**config.mk**
```make
export PLATFORM = sky130hd
export DESIGN_NAME = prci_top
export DESIGN_NICKNAME = d
export VERILOG_FILES = /design/src/hw/prci_debounce.v /design/src/hw/prci_top.v
export VERILOG_INCLUDE_DIRS = /design/src /design/src/common
export SDC_FILE = /design/constraint.sdc
export NUM_CORES = 1
export LEC_CHECK = 0
export BUFFER_PORTS_ARGS = -buffer_cell sky130_fd_sc_hd__buf_2
export CAP_MARGIN = 20
export CORE_MARGIN = 2
export CORE_UTILIZATION = 50
export DETAILED_ROUTE_END_ITERATION = 8
export PLACE_DENSITY = 0.7
export SYNTH_ARGS = -nofsm -noshare
export SYNTH_HDL_FRONTEND = slang
export SYNTH_SLANG_ARGS = --single-unit
```
**constraint.sdc**
```tcl
create_clock -name clock -period 13.5 [get_ports clock]
set_input_delay 0.675 -clock clock [delete_from_list [all_inputs] [get_ports clock]]
set_output_delay 0.675 -clock clock [all_outputs]
set_load 0.05 [all_outputs]
```
**src/common/prci_regs.vh**
```
// Constants for the pump remote contact interface: offsets, fields, timing.
`ifndef PRCI_REGS_VH
`define PRCI_REGS_VH

// Register byte offsets on the APB slave.
`define PRCI_OFF_CFG        8'h00
`define PRCI_OFF_STATUS     8'h04
`define PRCI_OFF_EVCNT      8'h08

// Configuration register fields.
`define PRCI_CFG_ALARM_ALT  0
`define PRCI_CFG_REMOTE_ALT 1
`define PRCI_CFG_HALT_SER   2
`define PRCI_CFG_WARN_ALT   3
`define PRCI_CFG_W          4
`define PRCI_CFG_RST        4'h0

// Status register fields.
`define PRCI_ST_START       0
`define PRCI_ST_HALT        1
`define PRCI_ST_RESET       2
`define PRCI_ST_LOWSPD      3
`define PRCI_ST_READY       4
`define PRCI_ST_REMOTE      5
`define PRCI_ST_RELAY_LSB   6
`define PRCI_ST_RELAY_W     7

// Timing: clock rate, power-up hold-off and contact debounce time.
`define PRCI_CLK_MHZ        250
`define PRCI_CLK_KHZ        250000
`define PRCI_PWRUP_MS       6000
// The counts are the two times above in clock cycles, sized to their ports.
`define PRCI_PWRUP_CYC      31'h5968_2F00
`define PRCI_DEB_US         5000
`define PRCI_DEB_CYC        21'h13_12D0

`endif

```
**src/hw/prci_debounce.v**
```verilog
// Two-flop synchroniser and stability filter for one contact input.
`timescale 1ns/1ps
module prci_debounce #(
    parameter        CW        = 21,
    parameter [20:0] DEB_CYC   = 21'h13_12D0,
    parameter        IDLE_LVL  = 1'b1
) (
    input  wire      clock,
    input  wire      rst_n,
    input  wire      raw,
    output reg       clean_q
);
    reg          sync1_q;
    reg          sync2_q;
    reg [CW-1:0] cnt_q;
    reg [CW-1:0] cnt_d;

    // Only the second stage looks at the first one.
    always @(posedge clock or negedge rst_n)
    begin
        if (!rst_n)
        begin
            sync1_q <= IDLE_LVL;
            sync2_q <= IDLE_LVL;
        end
        else
        begin
            sync1_q <= raw;
            sync2_q <= sync1_q;
        end
    end

    always @*
    begin
        cnt_d = {CW{1'b0}};
        if (sync2_q != clean_q)
            cnt_d = cnt_q + {{(CW-1){1'b0}}, 1'b1};
    end

    // The level changes only after it has held for the whole window, so
    // bounce on one closure cannot make more than one edge.
    always @(posedge clock or negedge rst_n)
    begin
        if (!rst_n)
        begin
            cnt_q   <= {CW{1'b0}};
            clean_q <= IDLE_LVL;
        end
        else if ((sync2_q != clean_q) && (cnt_q >= DEB_CYC - 21'h00_0001))
        begin
            cnt_q   <= {CW{1'b0}};
            clean_q <= sync2_q;
        end
        else
        begin
            cnt_q   <= cnt_d;
        end
    end
endmodule

```
**src/hw/prci_top.v**
```verilog
// Remote contact interface of the pump supply, with an APB register slave.
//
// Operation
// - Start input shorted while remote operation allowed starts the pump.
// - Halt input opened stops the pump; held shorted it permits running.
// - Open halt beats a shorted start; no start then.
// - Reset input shorted requests an error reset.
// - Exactly one reset event for each closure of the reset contact.
// - Reduced-rate input shorted selects reduced speed running.
// - Spinning relay pair follows rotor rotation.
// - Rated-speed relay pair follows normal rated rotation.
// - Spin-up relay pair follows acceleration.
// - Slowing relay pair follows deceleration.
// - Remote-permitted relay pair follows remote availability.
// - Fault relay pair follows alarm presence in default setting.
// - Caution relay pair follows warning presence in default setting.
// - About six seconds after power-on before any status relay turns on.
// - Start, reset and reduced-rate contacts act only with the selector set to remote.
// - Halt, remote, fault and caution behaviour chosen by configuration.
// - Legacy remote mode drops remote relay during regenerative braking.
// - Halt honoured when remote available, or also on serial link.
`timescale 1ns/1ps
`include "prci_regs.vh"
module prci_top #(
    parameter [30:0] PWRUP_CYC = `PRCI_PWRUP_CYC,
    parameter [20:0] DEB_CYC   = `PRCI_DEB_CYC
) (
    input  wire        clock,
    input  wire        rst_n,
    input  wire        psel,
    input  wire        penable,
    input  wire        pwrite,
    input  wire [7:0]  paddr,
    input  wire [31:0] pwdata,
    output reg  [31:0] prdata,
    output reg         pready,
    output reg         pslverr,
    input  wire        start_n,
    input  wire        halt_n,
    input  wire        reset_n,
    input  wire        low_speed_n,
    input  wire        remote_sel,
    input  wire        serial_mode,
    input  wire        rotating,
    input  wire        rated_speed,
    input  wire        accelerating,
    input  wire        decelerating,
    input  wire        regen_braking,
    input  wire        alarm,
    input  wire        warning,
    output reg         start_cmd_q,
    output reg         stop_cmd_q,
    output reg         reset_cmd_q,
    output reg         run_allow_q,
    output reg         low_speed_q,
    output reg         spin_make_q,
    output reg         spin_break_q,
    output reg         rated_make_q,
    output reg         rated_break_q,
    output reg         spinup_make_q,
    output reg         spinup_break_q,
    output reg         slowing_indicator_make_q,
    output reg         slowing_indicator_break_q,
    output reg         remote_make_q,
    output reg         remote_break_q,
    output reg         fault_make_q,
    output reg         fault_break_q,
    output reg         caution_make_q,
    output reg         caution_break_q
);
    reg                 rst_s1_q;
    reg                 rst_s2_q;
    wire                rst_q_n;
    wire                start_cl_n;
    wire                halt_cl_n;
    wire                reset_cl_n;
    wire                low_cl_n;
    reg                 start_prev_q;
    reg                 reset_prev_q;
    reg                 halt_hon_prev_q;
    reg  [30:0]         pwrup_cnt_q;
    reg                 ready_q;
    reg  [`PRCI_CFG_W-1:0] cfg_q;
    reg  [7:0]          cnt_start_q;
    reg  [7:0]          cnt_stop_q;
    reg  [7:0]          cnt_reset_q;
    wire                remote_avail;
    wire                halt_honour;
    wire                halt_open_hon;
    wire                start_edge;
    wire                reset_edge;
    wire                stop_edge;
    wire                apb_acc;
    wire                apb_done;
    wire [6:0]          relay_vec;
    reg  [31:0]         rd_d;
    reg                 err_d;
    reg  [1:0]          ap_q;
    reg  [1:0]          ap_d;

    localparam [1:0] AP_IDLE = 2'b01;
    localparam [1:0] AP_ACK  = 2'b10;

    // Eight-bit read-only counters wrap; software takes differences.
    function [7:0] inc8;
        input [7:0] v;
        begin
            inc8 = v + 8'h01;
        end
    endfunction

    function hit;
        input [7:0] addr;
        input [7:0] off;
        begin
            hit = (addr[7:2] == off[7:2]);
        end
    endfunction

    // Reset is asserted at once and released in step with the clock.
    always @(posedge clock or negedge rst_n)
    begin
        if (!rst_n)
        begin
            rst_s1_q <= 1'b0;
            rst_s2_q <= 1'b0;
        end
        else
        begin
            rst_s1_q <= 1'b1;
            rst_s2_q <= rst_s1_q;
        end
    end
    assign rst_q_n = rst_s2_q;

    // Contact inputs read high while open and low while shorted to ground.
    prci_debounce #(.CW(21), .DEB_CYC(DEB_CYC), .IDLE_LVL(1'b1)) u_db_start (
        .clock   (clock),
        .rst_n   (rst_q_n),
        .raw     (start_n),
        .clean_q (start_cl_n)
    );
    prci_debounce #(.CW(21), .DEB_CYC(DEB_CYC), .IDLE_LVL(1'b1)) u_db_halt (
        .clock   (clock),
        .rst_n   (rst_q_n),
        .raw     (halt_n),
        .clean_q (halt_cl_n)
    );
    prci_debounce #(.CW(21), .DEB_CYC(DEB_CYC), .IDLE_LVL(1'b1)) u_db_reset (
        .clock   (clock),
        .rst_n   (rst_q_n),
        .raw     (reset_n),
        .clean_q (reset_cl_n)
    );
    prci_debounce #(.CW(21), .DEB_CYC(DEB_CYC), .IDLE_LVL(1'b1)) u_db_low (
        .clock   (clock),
        .rst_n   (rst_q_n),
        .raw     (low_speed_n),
        .clean_q (low_cl_n)
    );

    // Power-up hold-off; nothing remote but halt with the serial setting acts until it has run out.
    always @(posedge clock or negedge rst_q_n)
    begin
        if (!rst_q_n)
        begin
            pwrup_cnt_q <= 31'h0000_0000;
            ready_q     <= 1'b0;
        end
        else if (!ready_q)
        begin
            pwrup_cnt_q <= pwrup_cnt_q + 31'h0000_0001;
            if (pwrup_cnt_q >= PWRUP_CYC - 31'h0000_0001)
                ready_q <= 1'b1;
        end
    end

    assign remote_avail  = ready_q & remote_sel;
    // With the serial setting the halt contact serves as an interlock.
    assign halt_honour   = remote_avail | (serial_mode &
                           cfg_q[`PRCI_CFG_HALT_SER]);
    assign halt_open_hon = halt_honour & halt_cl_n;
    assign start_edge    = start_prev_q & ~start_cl_n;
    assign reset_edge    = reset_prev_q & ~reset_cl_n;
    assign stop_edge     = halt_open_hon & ~halt_hon_prev_q;

    // Commands taken from the contacts.
    always @(posedge clock or negedge rst_q_n)
    begin
        if (!rst_q_n)
        begin
            start_prev_q    <= 1'b1;
            reset_prev_q    <= 1'b1;
            halt_hon_prev_q <= 1'b0;
            start_cmd_q     <= 1'b0;
            stop_cmd_q      <= 1'b0;
            reset_cmd_q     <= 1'b0;
            run_allow_q     <= 1'b0;
            low_speed_q     <= 1'b0;
            cnt_start_q     <= 8'h00;
            cnt_stop_q      <= 8'h00;
            cnt_reset_q     <= 8'h00;
        end
        else
        begin
            start_prev_q    <= start_cl_n;
            reset_prev_q    <= reset_cl_n;
            halt_hon_prev_q <= halt_open_hon;
            // A closed halt line is the run permit of a latching switch.
            run_allow_q     <= ~halt_open_hon;
            start_cmd_q     <= start_edge & remote_avail &
                               ~halt_open_hon;
            stop_cmd_q      <= stop_edge;
            reset_cmd_q     <= reset_edge & remote_avail;
            low_speed_q     <= remote_avail & ~low_cl_n;
            if (start_edge & remote_avail & ~halt_open_hon)
                cnt_start_q <= inc8(cnt_start_q);
            if (stop_edge)
                cnt_stop_q  <= inc8(cnt_stop_q);
            if (reset_edge & remote_avail)
                cnt_reset_q <= inc8(cnt_reset_q);
        end
    end

    // Relay coils stay released until the hold-off ends, so every make
    // contact is open and every break contact closed at power-up.
    always @(posedge clock or negedge rst_q_n)
    begin
        if (!rst_q_n)
        begin
            spin_make_q               <= 1'b0;
            spin_break_q              <= 1'b1;
            rated_make_q              <= 1'b0;
            rated_break_q             <= 1'b1;
            spinup_make_q             <= 1'b0;
            spinup_break_q            <= 1'b1;
            slowing_indicator_make_q  <= 1'b0;
            slowing_indicator_break_q <= 1'b1;
            remote_make_q             <= 1'b0;
            remote_break_q            <= 1'b1;
            fault_make_q              <= 1'b0;
            fault_break_q             <= 1'b1;
            caution_make_q            <= 1'b0;
            caution_break_q           <= 1'b1;
        end
        else
        begin
            spin_make_q               <= relay_vec[0];
            spin_break_q              <= ~relay_vec[0];
            rated_make_q              <= relay_vec[1];
            rated_break_q             <= ~relay_vec[1];
            spinup_make_q             <= relay_vec[2];
            spinup_break_q            <= ~relay_vec[2];
            slowing_indicator_make_q  <= relay_vec[3];
            slowing_indicator_break_q <= ~relay_vec[3];
            remote_make_q             <= relay_vec[4];
            remote_break_q            <= ~relay_vec[4];
            fault_make_q              <= relay_vec[5];
            fault_break_q             <= ~relay_vec[5];
            caution_make_q            <= relay_vec[6];
            caution_break_q           <= ~relay_vec[6];
        end
    end

    assign relay_vec[0] = ready_q & rotating;
    assign relay_vec[1] = ready_q & rated_speed;
    assign relay_vec[2] = ready_q & accelerating;
    assign relay_vec[3] = ready_q & decelerating;
    assign relay_vec[4] = remote_avail &
                          (cfg_q[`PRCI_CFG_REMOTE_ALT] |
                           ~regen_braking);
    // The alternative setting energises on health, so a dead unit reads
    // as failed on the make contact.
    assign relay_vec[5] = ready_q & (alarm ^
                          cfg_q[`PRCI_CFG_ALARM_ALT]);
    assign relay_vec[6] = ready_q & (warning ^
                          cfg_q[`PRCI_CFG_WARN_ALT]);

    // APB slave with one wait state: pready rises in the second access
    // cycle; read data is loaded on the edge that raises it, the write on the next edge.
    assign apb_acc  = psel & penable;
    assign apb_done = apb_acc & pready;

    // Transfer phase: the answer cycle always drops back to idle, so an
    // access that is still held is answered only once per wait state.
    always @*
    begin
        ap_d = AP_IDLE;
        case (ap_q)
            AP_IDLE:
            begin
                if (apb_acc)
                    ap_d = AP_ACK;
            end
            AP_ACK:
            begin
                ap_d = AP_IDLE;
            end
            default:
            begin
                ap_d = AP_IDLE;
            end
        endcase
    end

    always @*
    begin
        rd_d  = 32'h0000_0000;
        err_d = 1'b0;
        if (hit(paddr, `PRCI_OFF_CFG))
            rd_d = {{(32-`PRCI_CFG_W){1'b0}}, cfg_q};
        else if (hit(paddr, `PRCI_OFF_STATUS))
            rd_d = {19'h0_0000, relay_vec, remote_avail, ready_q,
                    ~low_cl_n, ~reset_cl_n, ~halt_cl_n, ~start_cl_n};
        else if (hit(paddr, `PRCI_OFF_EVCNT))
            rd_d = {8'h00, cnt_reset_q, cnt_stop_q, cnt_start_q};
        else
            err_d = 1'b1;
        if (pwrite & (hit(paddr, `PRCI_OFF_STATUS) |
                      hit(paddr, `PRCI_OFF_EVCNT)))
            err_d = 1'b1;
    end

    always @(posedge clock or negedge rst_q_n)
    begin
        if (!rst_q_n)
        begin
            prdata  <= 32'h0000_0000;
            pready  <= 1'b0;
            pslverr <= 1'b0;
            cfg_q   <= `PRCI_CFG_RST;
            ap_q    <= AP_IDLE;
        end
        else
        begin
            ap_q    <= ap_d;
            pready  <= ap_d[1];
            pslverr <= ap_d[1] & err_d;
            if (ap_d[1] & ~pwrite)
                prdata <= rd_d;
            else if (!apb_acc)
                prdata <= 32'h0000_0000;
            if (apb_done & pwrite & hit(paddr, `PRCI_OFF_CFG))
                cfg_q <= pwdata[`PRCI_CFG_W-1:0];
        end
    end
endmodule

```
# --- After elaboration in Yosys (flattened, before gate mapping) ---
# Index checks and enable logic that the tools add are counted.
word_totals:
  out_inout_bits: 53
  regBits: 216
  wordCells: 141
  inputBits: 58
op_classes:
  n_eq_ne: 8
  magnitude_cmp: 5
  mux: 21
  bitwise: 44
  addsub: 8
  n_reduce_logical: 5
ops:
  columns: ["op", "count"]
  rows:
  - ["two-way mux 21 bit", 8]
  - ["two-way mux 32 bit", 3]
  - ["adder 21 x 1 -> 21 bit (second input constant)", 4]
  - [">= comparator 21 bit (second input constant)", 4]
  - ["two-way mux 24 bit", 2]
  - ["adder 31 x 1 -> 31 bit (second input constant)", 1]
  - [">= comparator 31 bit (second input constant)", 1]
  - ["adder 8 x 1 -> 8 bit (second input constant)", 3]
  - ["bitwise AND 1 bit", 24]
  - ["inverter 1 bit", 15]
  - ["equality test 6 x 1 -> 1 bit (second input constant)", 1]
  - ["equality test 6 x 2 -> 1 bit (second input constant)", 1]
  - ["zero test 6 bit", 1]
  - ["two-way mux 1 bit", 6]
  - ["logical AND 1 bit", 4]
  - ["two-way mux 2 bit", 2]
  - ["!= test 1 bit", 4]
  - ["bitwise OR 1 bit", 3]
  - ["equality test 2 x 1 -> 1 bit (second input constant)", 1]
  - ["!= test 2 x 1 -> 1 bit (second input constant)", 1]
  - ["XOR 1 bit", 2]

# --- Longest topological paths before layout ---
depth:
  depth_word: 6
  depth_mapped: 8
  mapped_depth_nobuf: 6

# --- Cells and area by module ---
# Synthesis repeated with hierarchy kept, for this count alone.
hier_totals:
  cells_unflattened: 860
  hier_area_um2: 9490.4
modules_own_cells:
  columns: ["mod", "instances", "area_per_inst_um2", "cells_per_inst"]
  rows:
  - ["prci_top", 1, 4760.8, 400]
  - ["prci_debounce", 4, 1182.4, 115]

# --- Worst setup path after synthesis ---
# No wires, ideal clock.
synth_timing:
  path_kind: "input to register"
  from: "input paddr[5]"
  to: "register prdata[4]"
  setup_ns: 0.126
  path_slack_ns: 11.370
  stages: 5
  n_path_buf: 0
  t_required_ns: 13.374
  arrival_ns: 2.004
  path_cell_list: "or4_4 > nor3_2 > nor2_1 > and3_1 > a221o_1"
synth_via:
  elab_chain_len: 5
  elab_cells_between_ends: 7
  cone_classes: "eq/ne: 2; mux: 4; reduce/logical: 1"
synth_rtl:
  columns: ["element", "line", "source"]
  rows:
  - ["from (decl)", "prci_top.v:33", "input wire [7:0] paddr,"]
  - ["equality test 6 x 2 -> 1 bit", "prci_top.v:116", "hit = (addr[7:2] == off[7:2]);"]
  - ["two-way mux 24 bit", "prci_top.v:315", "else if (hit(paddr, `PRCI_OFF_EVCNT))"]
  - ["two-way mux 24 bit", "prci_top.v:312", "else if (hit(paddr, `PRCI_OFF_STATUS))"]
  - ["two-way mux 32 bit *", "prci_top.v:310", "if (hit(paddr, `PRCI_OFF_CFG))"]
  - ["two-way mux 32 bit *", "prci_top.v:339", "if (ap_d[1] & ~pwrite)"]
  - ["to (signal assigned)", "prci_top.v:340", "prdata <= rd_d;"]
  - ["to (decl)", "prci_top.v:35", "output reg [31:0] prdata,"]
# Every way passes the cells marked *; elsewhere a longest branch is shown, timed or not.
# A chain may end at the register's enable or synchronous reset.

# --- Worst setup path in the final report ---
layout_timing:
  from: "register ready_q"
  to: "register cnt_start_q[7]"
layout_via:
  elab_chain_len: 5
  elab_cells_between_ends: 6
  cone_classes: "bitwise: 6"
layout_rtl:
  columns: ["element", "line", "source"]
  rows:
  - ["from (decl)", "prci_top.v:82", "reg ready_q;"]
  - ["from (signal assigned)", "prci_top.v:168", "ready_q <= 1'b0;"]
  - ["from (signal assigned)", "prci_top.v:174", "ready_q <= 1'b1;"]
  - ["bitwise AND 1 bit *", "prci_top.v:178", "assign remote_avail = ready_q & remote_sel;"]
  - ["bitwise OR 1 bit", "prci_top.v:180", "assign halt_honour = remote_avail | (serial_mode &"]
  - ["bitwise AND 1 bit", "prci_top.v:182", "assign halt_open_hon = halt_honour & halt_cl_n;"]
  - ["inverter 1 bit", "prci_top.v:216", "if (start_edge & remote_avail & ~halt_open_hon)"]
  - ["bitwise AND 1 bit *", "prci_top.v:216", null]
  - ["to (signal assigned)", "prci_top.v:217", "cnt_start_q <= inc8(cnt_start_q);"]
  - ["to (decl)", "prci_top.v:84", "reg [7:0] cnt_start_q;"]
# Marks and branches as above.

==> impl_summary.log <==
INFO  metric register_area = about 5200 µm²
INFO  metric p_sw = around 0.27 mW
INFO  metric number_of_i_o_port_buffers = just over 70
INFO  metric grt_most_used_layer = met2
INFO  metric global_routing_met1_resource_utilization = 0.271
INFO  metric initial_antenna_violation_count = 1
INFO  metric cts.sink_count = ~210
INFO  metric grt_max_degree = 85
INFO  metric cts-root-to-sink-buffers = 3
INFO  metric vias = ~6400
INFO  metric avgSynthCellArea = around 11 µm²
INFO  metric layout.cells.non_filler = between 1000 and 1500
INFO  metric cts_root_buffer = clkbuf_16
INFO  metric post_drt_via_cell_ratio = roughly 5.3
INFO  metric power_report.internal_total = about 1.1 mW
INFO  metric route.final.wire_length = between 15000 and 20000 µm
INFO  metric setup.worst_path.end_class = flip-flop
INFO  metric setup_violations = 0
INFO  metric synth_most_common_cell = dfrtp_1
INFO  metric fp.coreArea = roughly 18000 µm²
INFO  metric worst_setup_hold_path_clk_slew = approximately 60 ps
INFO  metric io_pins = between 100 and 150
INFO  metric final-max-slew-violation-count = 0
INFO  metric r2r_end = cnt_start_q[7]
INFO  metric leakagePower = about 5.0 nW
INFO  metric cts.htree.levels = 1
INFO  metric layout-drive-gt1-share = 0.164
INFO  metric first_global_vias = around 6100
INFO  metric gp_routability_congestion = 0.842
INFO  metric floorplan.die.height = around 140 µm
INFO  metric worst_hold_end = u_db_low.sync1_q
INFO  metric synth_edf_count = 0
INFO  metric crit-reg2reg-launch = ready_q
INFO  metric fillCellCount = 1533
INFO  metric multi_input_comb_area = 3800 µm²
INFO  metric result_of_the_run = complete, no violations
INFO  metric num_rows = approximately 50
INFO  metric synthArstFlopShare = 1.00
INFO  metric synth-main-ff-cell = dfrtp_1
INFO  metric die-area = 19500 µm²
INFO  metric ys_warn_count = 0
INFO  metric drtIter0Drc = about 360
INFO  metric max-vdd-ir-drop = 107 µV
INFO  metric post_synth_most_frequent_cells = dfrtp_1, nor2_1, xor2_1
INFO  metric syn_to_final_growth = 15.4%
INFO  metric overflow = 0
INFO  metric detailed_router_iteration_count_before_antenna_repair = 5
INFO  metric avgRoutedWirePerCell = between 15 and 20 µm
INFO  metric worst_hold_path_cells = 1
INFO  metric placedCellCount = 1145
INFO  metric min_period_over_period = 0.195
INFO  metric cts_inserted_buffers = 22
INFO  metric power_density = 125 nW/µm²
INFO  metric netSwitchingFraction = 0.204
INFO  metric place_area = 9760 µm²
INFO  metric finalHoldWorstSlack = around 280 ps
INFO  metric fin_nets = slightly above 1000
INFO  metric post-route-worst-setup-slack = around 11000 ps
INFO  metric power.share.sequential = 0.475
INFO  metric fp.dieW = about 140 µm
INFO  metric grt_setup_unrepaired = false
INFO  metric synth_cell_type_count = 56
INFO  metric yosys_register_bits = about 210
INFO  metric clock_skew = 13.4 ps
INFO  metric power.combinational.fraction = 0.029
INFO  metric hpwlAfterDp = approximately 12000 µm
INFO  metric residual_drc = 0
INFO  metric worst_r2r_path_depth = 5
INFO  metric crit_path_max_fanout = 17
INFO  metric crit_path_dat = slightly above 3000 ps
INFO  metric setup_tns = 0 ps
INFO  metric hold_path.startpoint = low_speed_n
INFO  metric wire_length_of_the_first_global_routing_pass = just over 30000 µm
INFO  metric synth_top_area_frac = 0.502
INFO  metric worst-setup-path-type = reg -> reg
INFO  metric pre_cts_ws = between 10000 and 15000 ps
INFO  metric timing.critical_path.from_type = flip-flop
INFO  metric clock_latency = about 500 ps
INFO  metric grt.met3_usage = 0.0330
INFO  metric synth_top_cells_by_area = dfrtp_1, xor2_1, dfstp_2
INFO  metric grt.met2_usage = 0.289
INFO  metric clockPowerShare = 0.495
INFO  metric hold_viol_final = 0
INFO  metric layout_cell_area_excl_fill = between 10000 and 15000 µm²
INFO  metric synth.cell_area = a little over 9000 µm²
INFO  metric detail-route-antenna-nets = 0
INFO  metric worst_case_register_to_register_setup_slack = ~11000 ps
INFO  metric grt_usage = 0.186
INFO  metric hold_path_class = in -> reg
INFO  metric max-cap-violations = 0
INFO  metric synthesis.instances = between 800 and 900
INFO  metric ys_seq_area_frac = 0.565
INFO  metric tritoncts = built
INFO  metric start_util = 0.511
INFO  metric slew_headroom = 0.370
INFO  metric cts-resized-gates = 0
INFO  metric tightestPinTransition = about 940 ps
INFO  metric yosysTopAreaCell = dfrtp_1
INFO  metric max_clock_freq = between 300 and 400 MHz
INFO  metric critPathRequiredTime = between 10000 and 15000 ps
INFO  metric finalWorstPathRequiredPeriod = 2640 ps
## layout make-up
type,instances,area share
clock inverters,8,0.0155
well taps,229,0.0269
flip-flops and latches,207,0.490
repair buffers,79,0.0428
inverters,21,0.00741
clock buffers,32,0.0601
diodes,1,0.000235
multi-input cells,612,0.357
## registers in the layout, indices dropped and copies added, names as in the netlist, 2 cells and up
signal	flops
ap_q	2
cfg_q	4
cnt_reset_q	8
cnt_start_q	8
cnt_stop_q	8
prdata	24
pwrup_cnt_q	31
u_db_halt.cnt_q	21
u_db_low.cnt_q	21
u_db_reset.cnt_q	21
u_db_start.cnt_q	21
## cells in the final DEF, fill, tap and decap left out, types with 12 or more instances in the layout
cell / instances
a22o_1: 12
clkbuf_16: 23
xor2_1: 77
nand2_1: 72
and4_1: 18
nor2_1: 131
dfstp_2: 22
nand3_1: 42
o21ai_0: 26
xnor2_1: 52
a21oi_1: 17
nand4_1: 35
inv_1: 21
buf_2: 72
nor3_1: 15
dfrtp_1: 184
and3_1: 15
## logic make-up after synthesis
group | after synthesis | share of synthesized area
compound gates | 86 | 0.0620
buf+inv | 53 | 0.0258
simple gates | 370 | 0.201
xor+xnor | 129 | 0.123
fa+ha+maj | 8 | 0.0109
flops | 207 | 0.565
other cells | 2 | 0.000815
mux | 10 | 0.0121
## worst max-delay path by stage
stage	slack [ps]	from	end
CTS	10830	ready_q	cnt_start_q[7]
global placement	10950	paddr[5]	prdata[4]
detailed placement	10900	paddr[5]	prdata[12]
global route	10650	ready_q	cnt_start_q[7]
floorplan	7340	rst_q_n	ap_q[1]
finish	10860	ready_q	cnt_start_q[7]
## critical path, cell delays in order, from the launching register on
cell and delay, ps:
dfrtp_1 800, nand2_1 400, nor4b_2 670, nand4_1 300, nor2_1 210, xor2_1 170
## repair_timing
item                       in CTS  in global routing
hold endpoints to repair        2                  0
hold buffers                    1                  0
setup buffers                   0                  0
setup endpoints to repair       0                  0
## metrics by stage
| step | util | total power, mW |
|---|---|---|
| floorplan | - | 0.671 |
| global placement | 0.542 | 0.683 |
| detailed placement | 0.542 | 0.683 |
| CTS | 0.587 | 1.35 |
| global route | 0.590 | 1.38 |
| finish | 0.590 | 1.33 |
## routing by layer
metal / up-vias / part of all wire
met1: 3086 / 0.49
met3: 37 / 0.046
met5: - / 0.00072
li1: 3110 / -
met2: 118 / 0.44
met4: 2 / 0.025
## power by group through the flow
stage                     clock network, mW  registers (mW)  logic, mW
after global placement                    0           0.645     0.0378
final                                 0.661           0.634     0.0393
after detailed placement                  0           0.645     0.0377
after floorplan                           0           0.652     0.0193
after global routing                  0.700           0.635     0.0443
after CTS                             0.675           0.634     0.0384
Note: power is estimated with default switching activity, not from simulation.
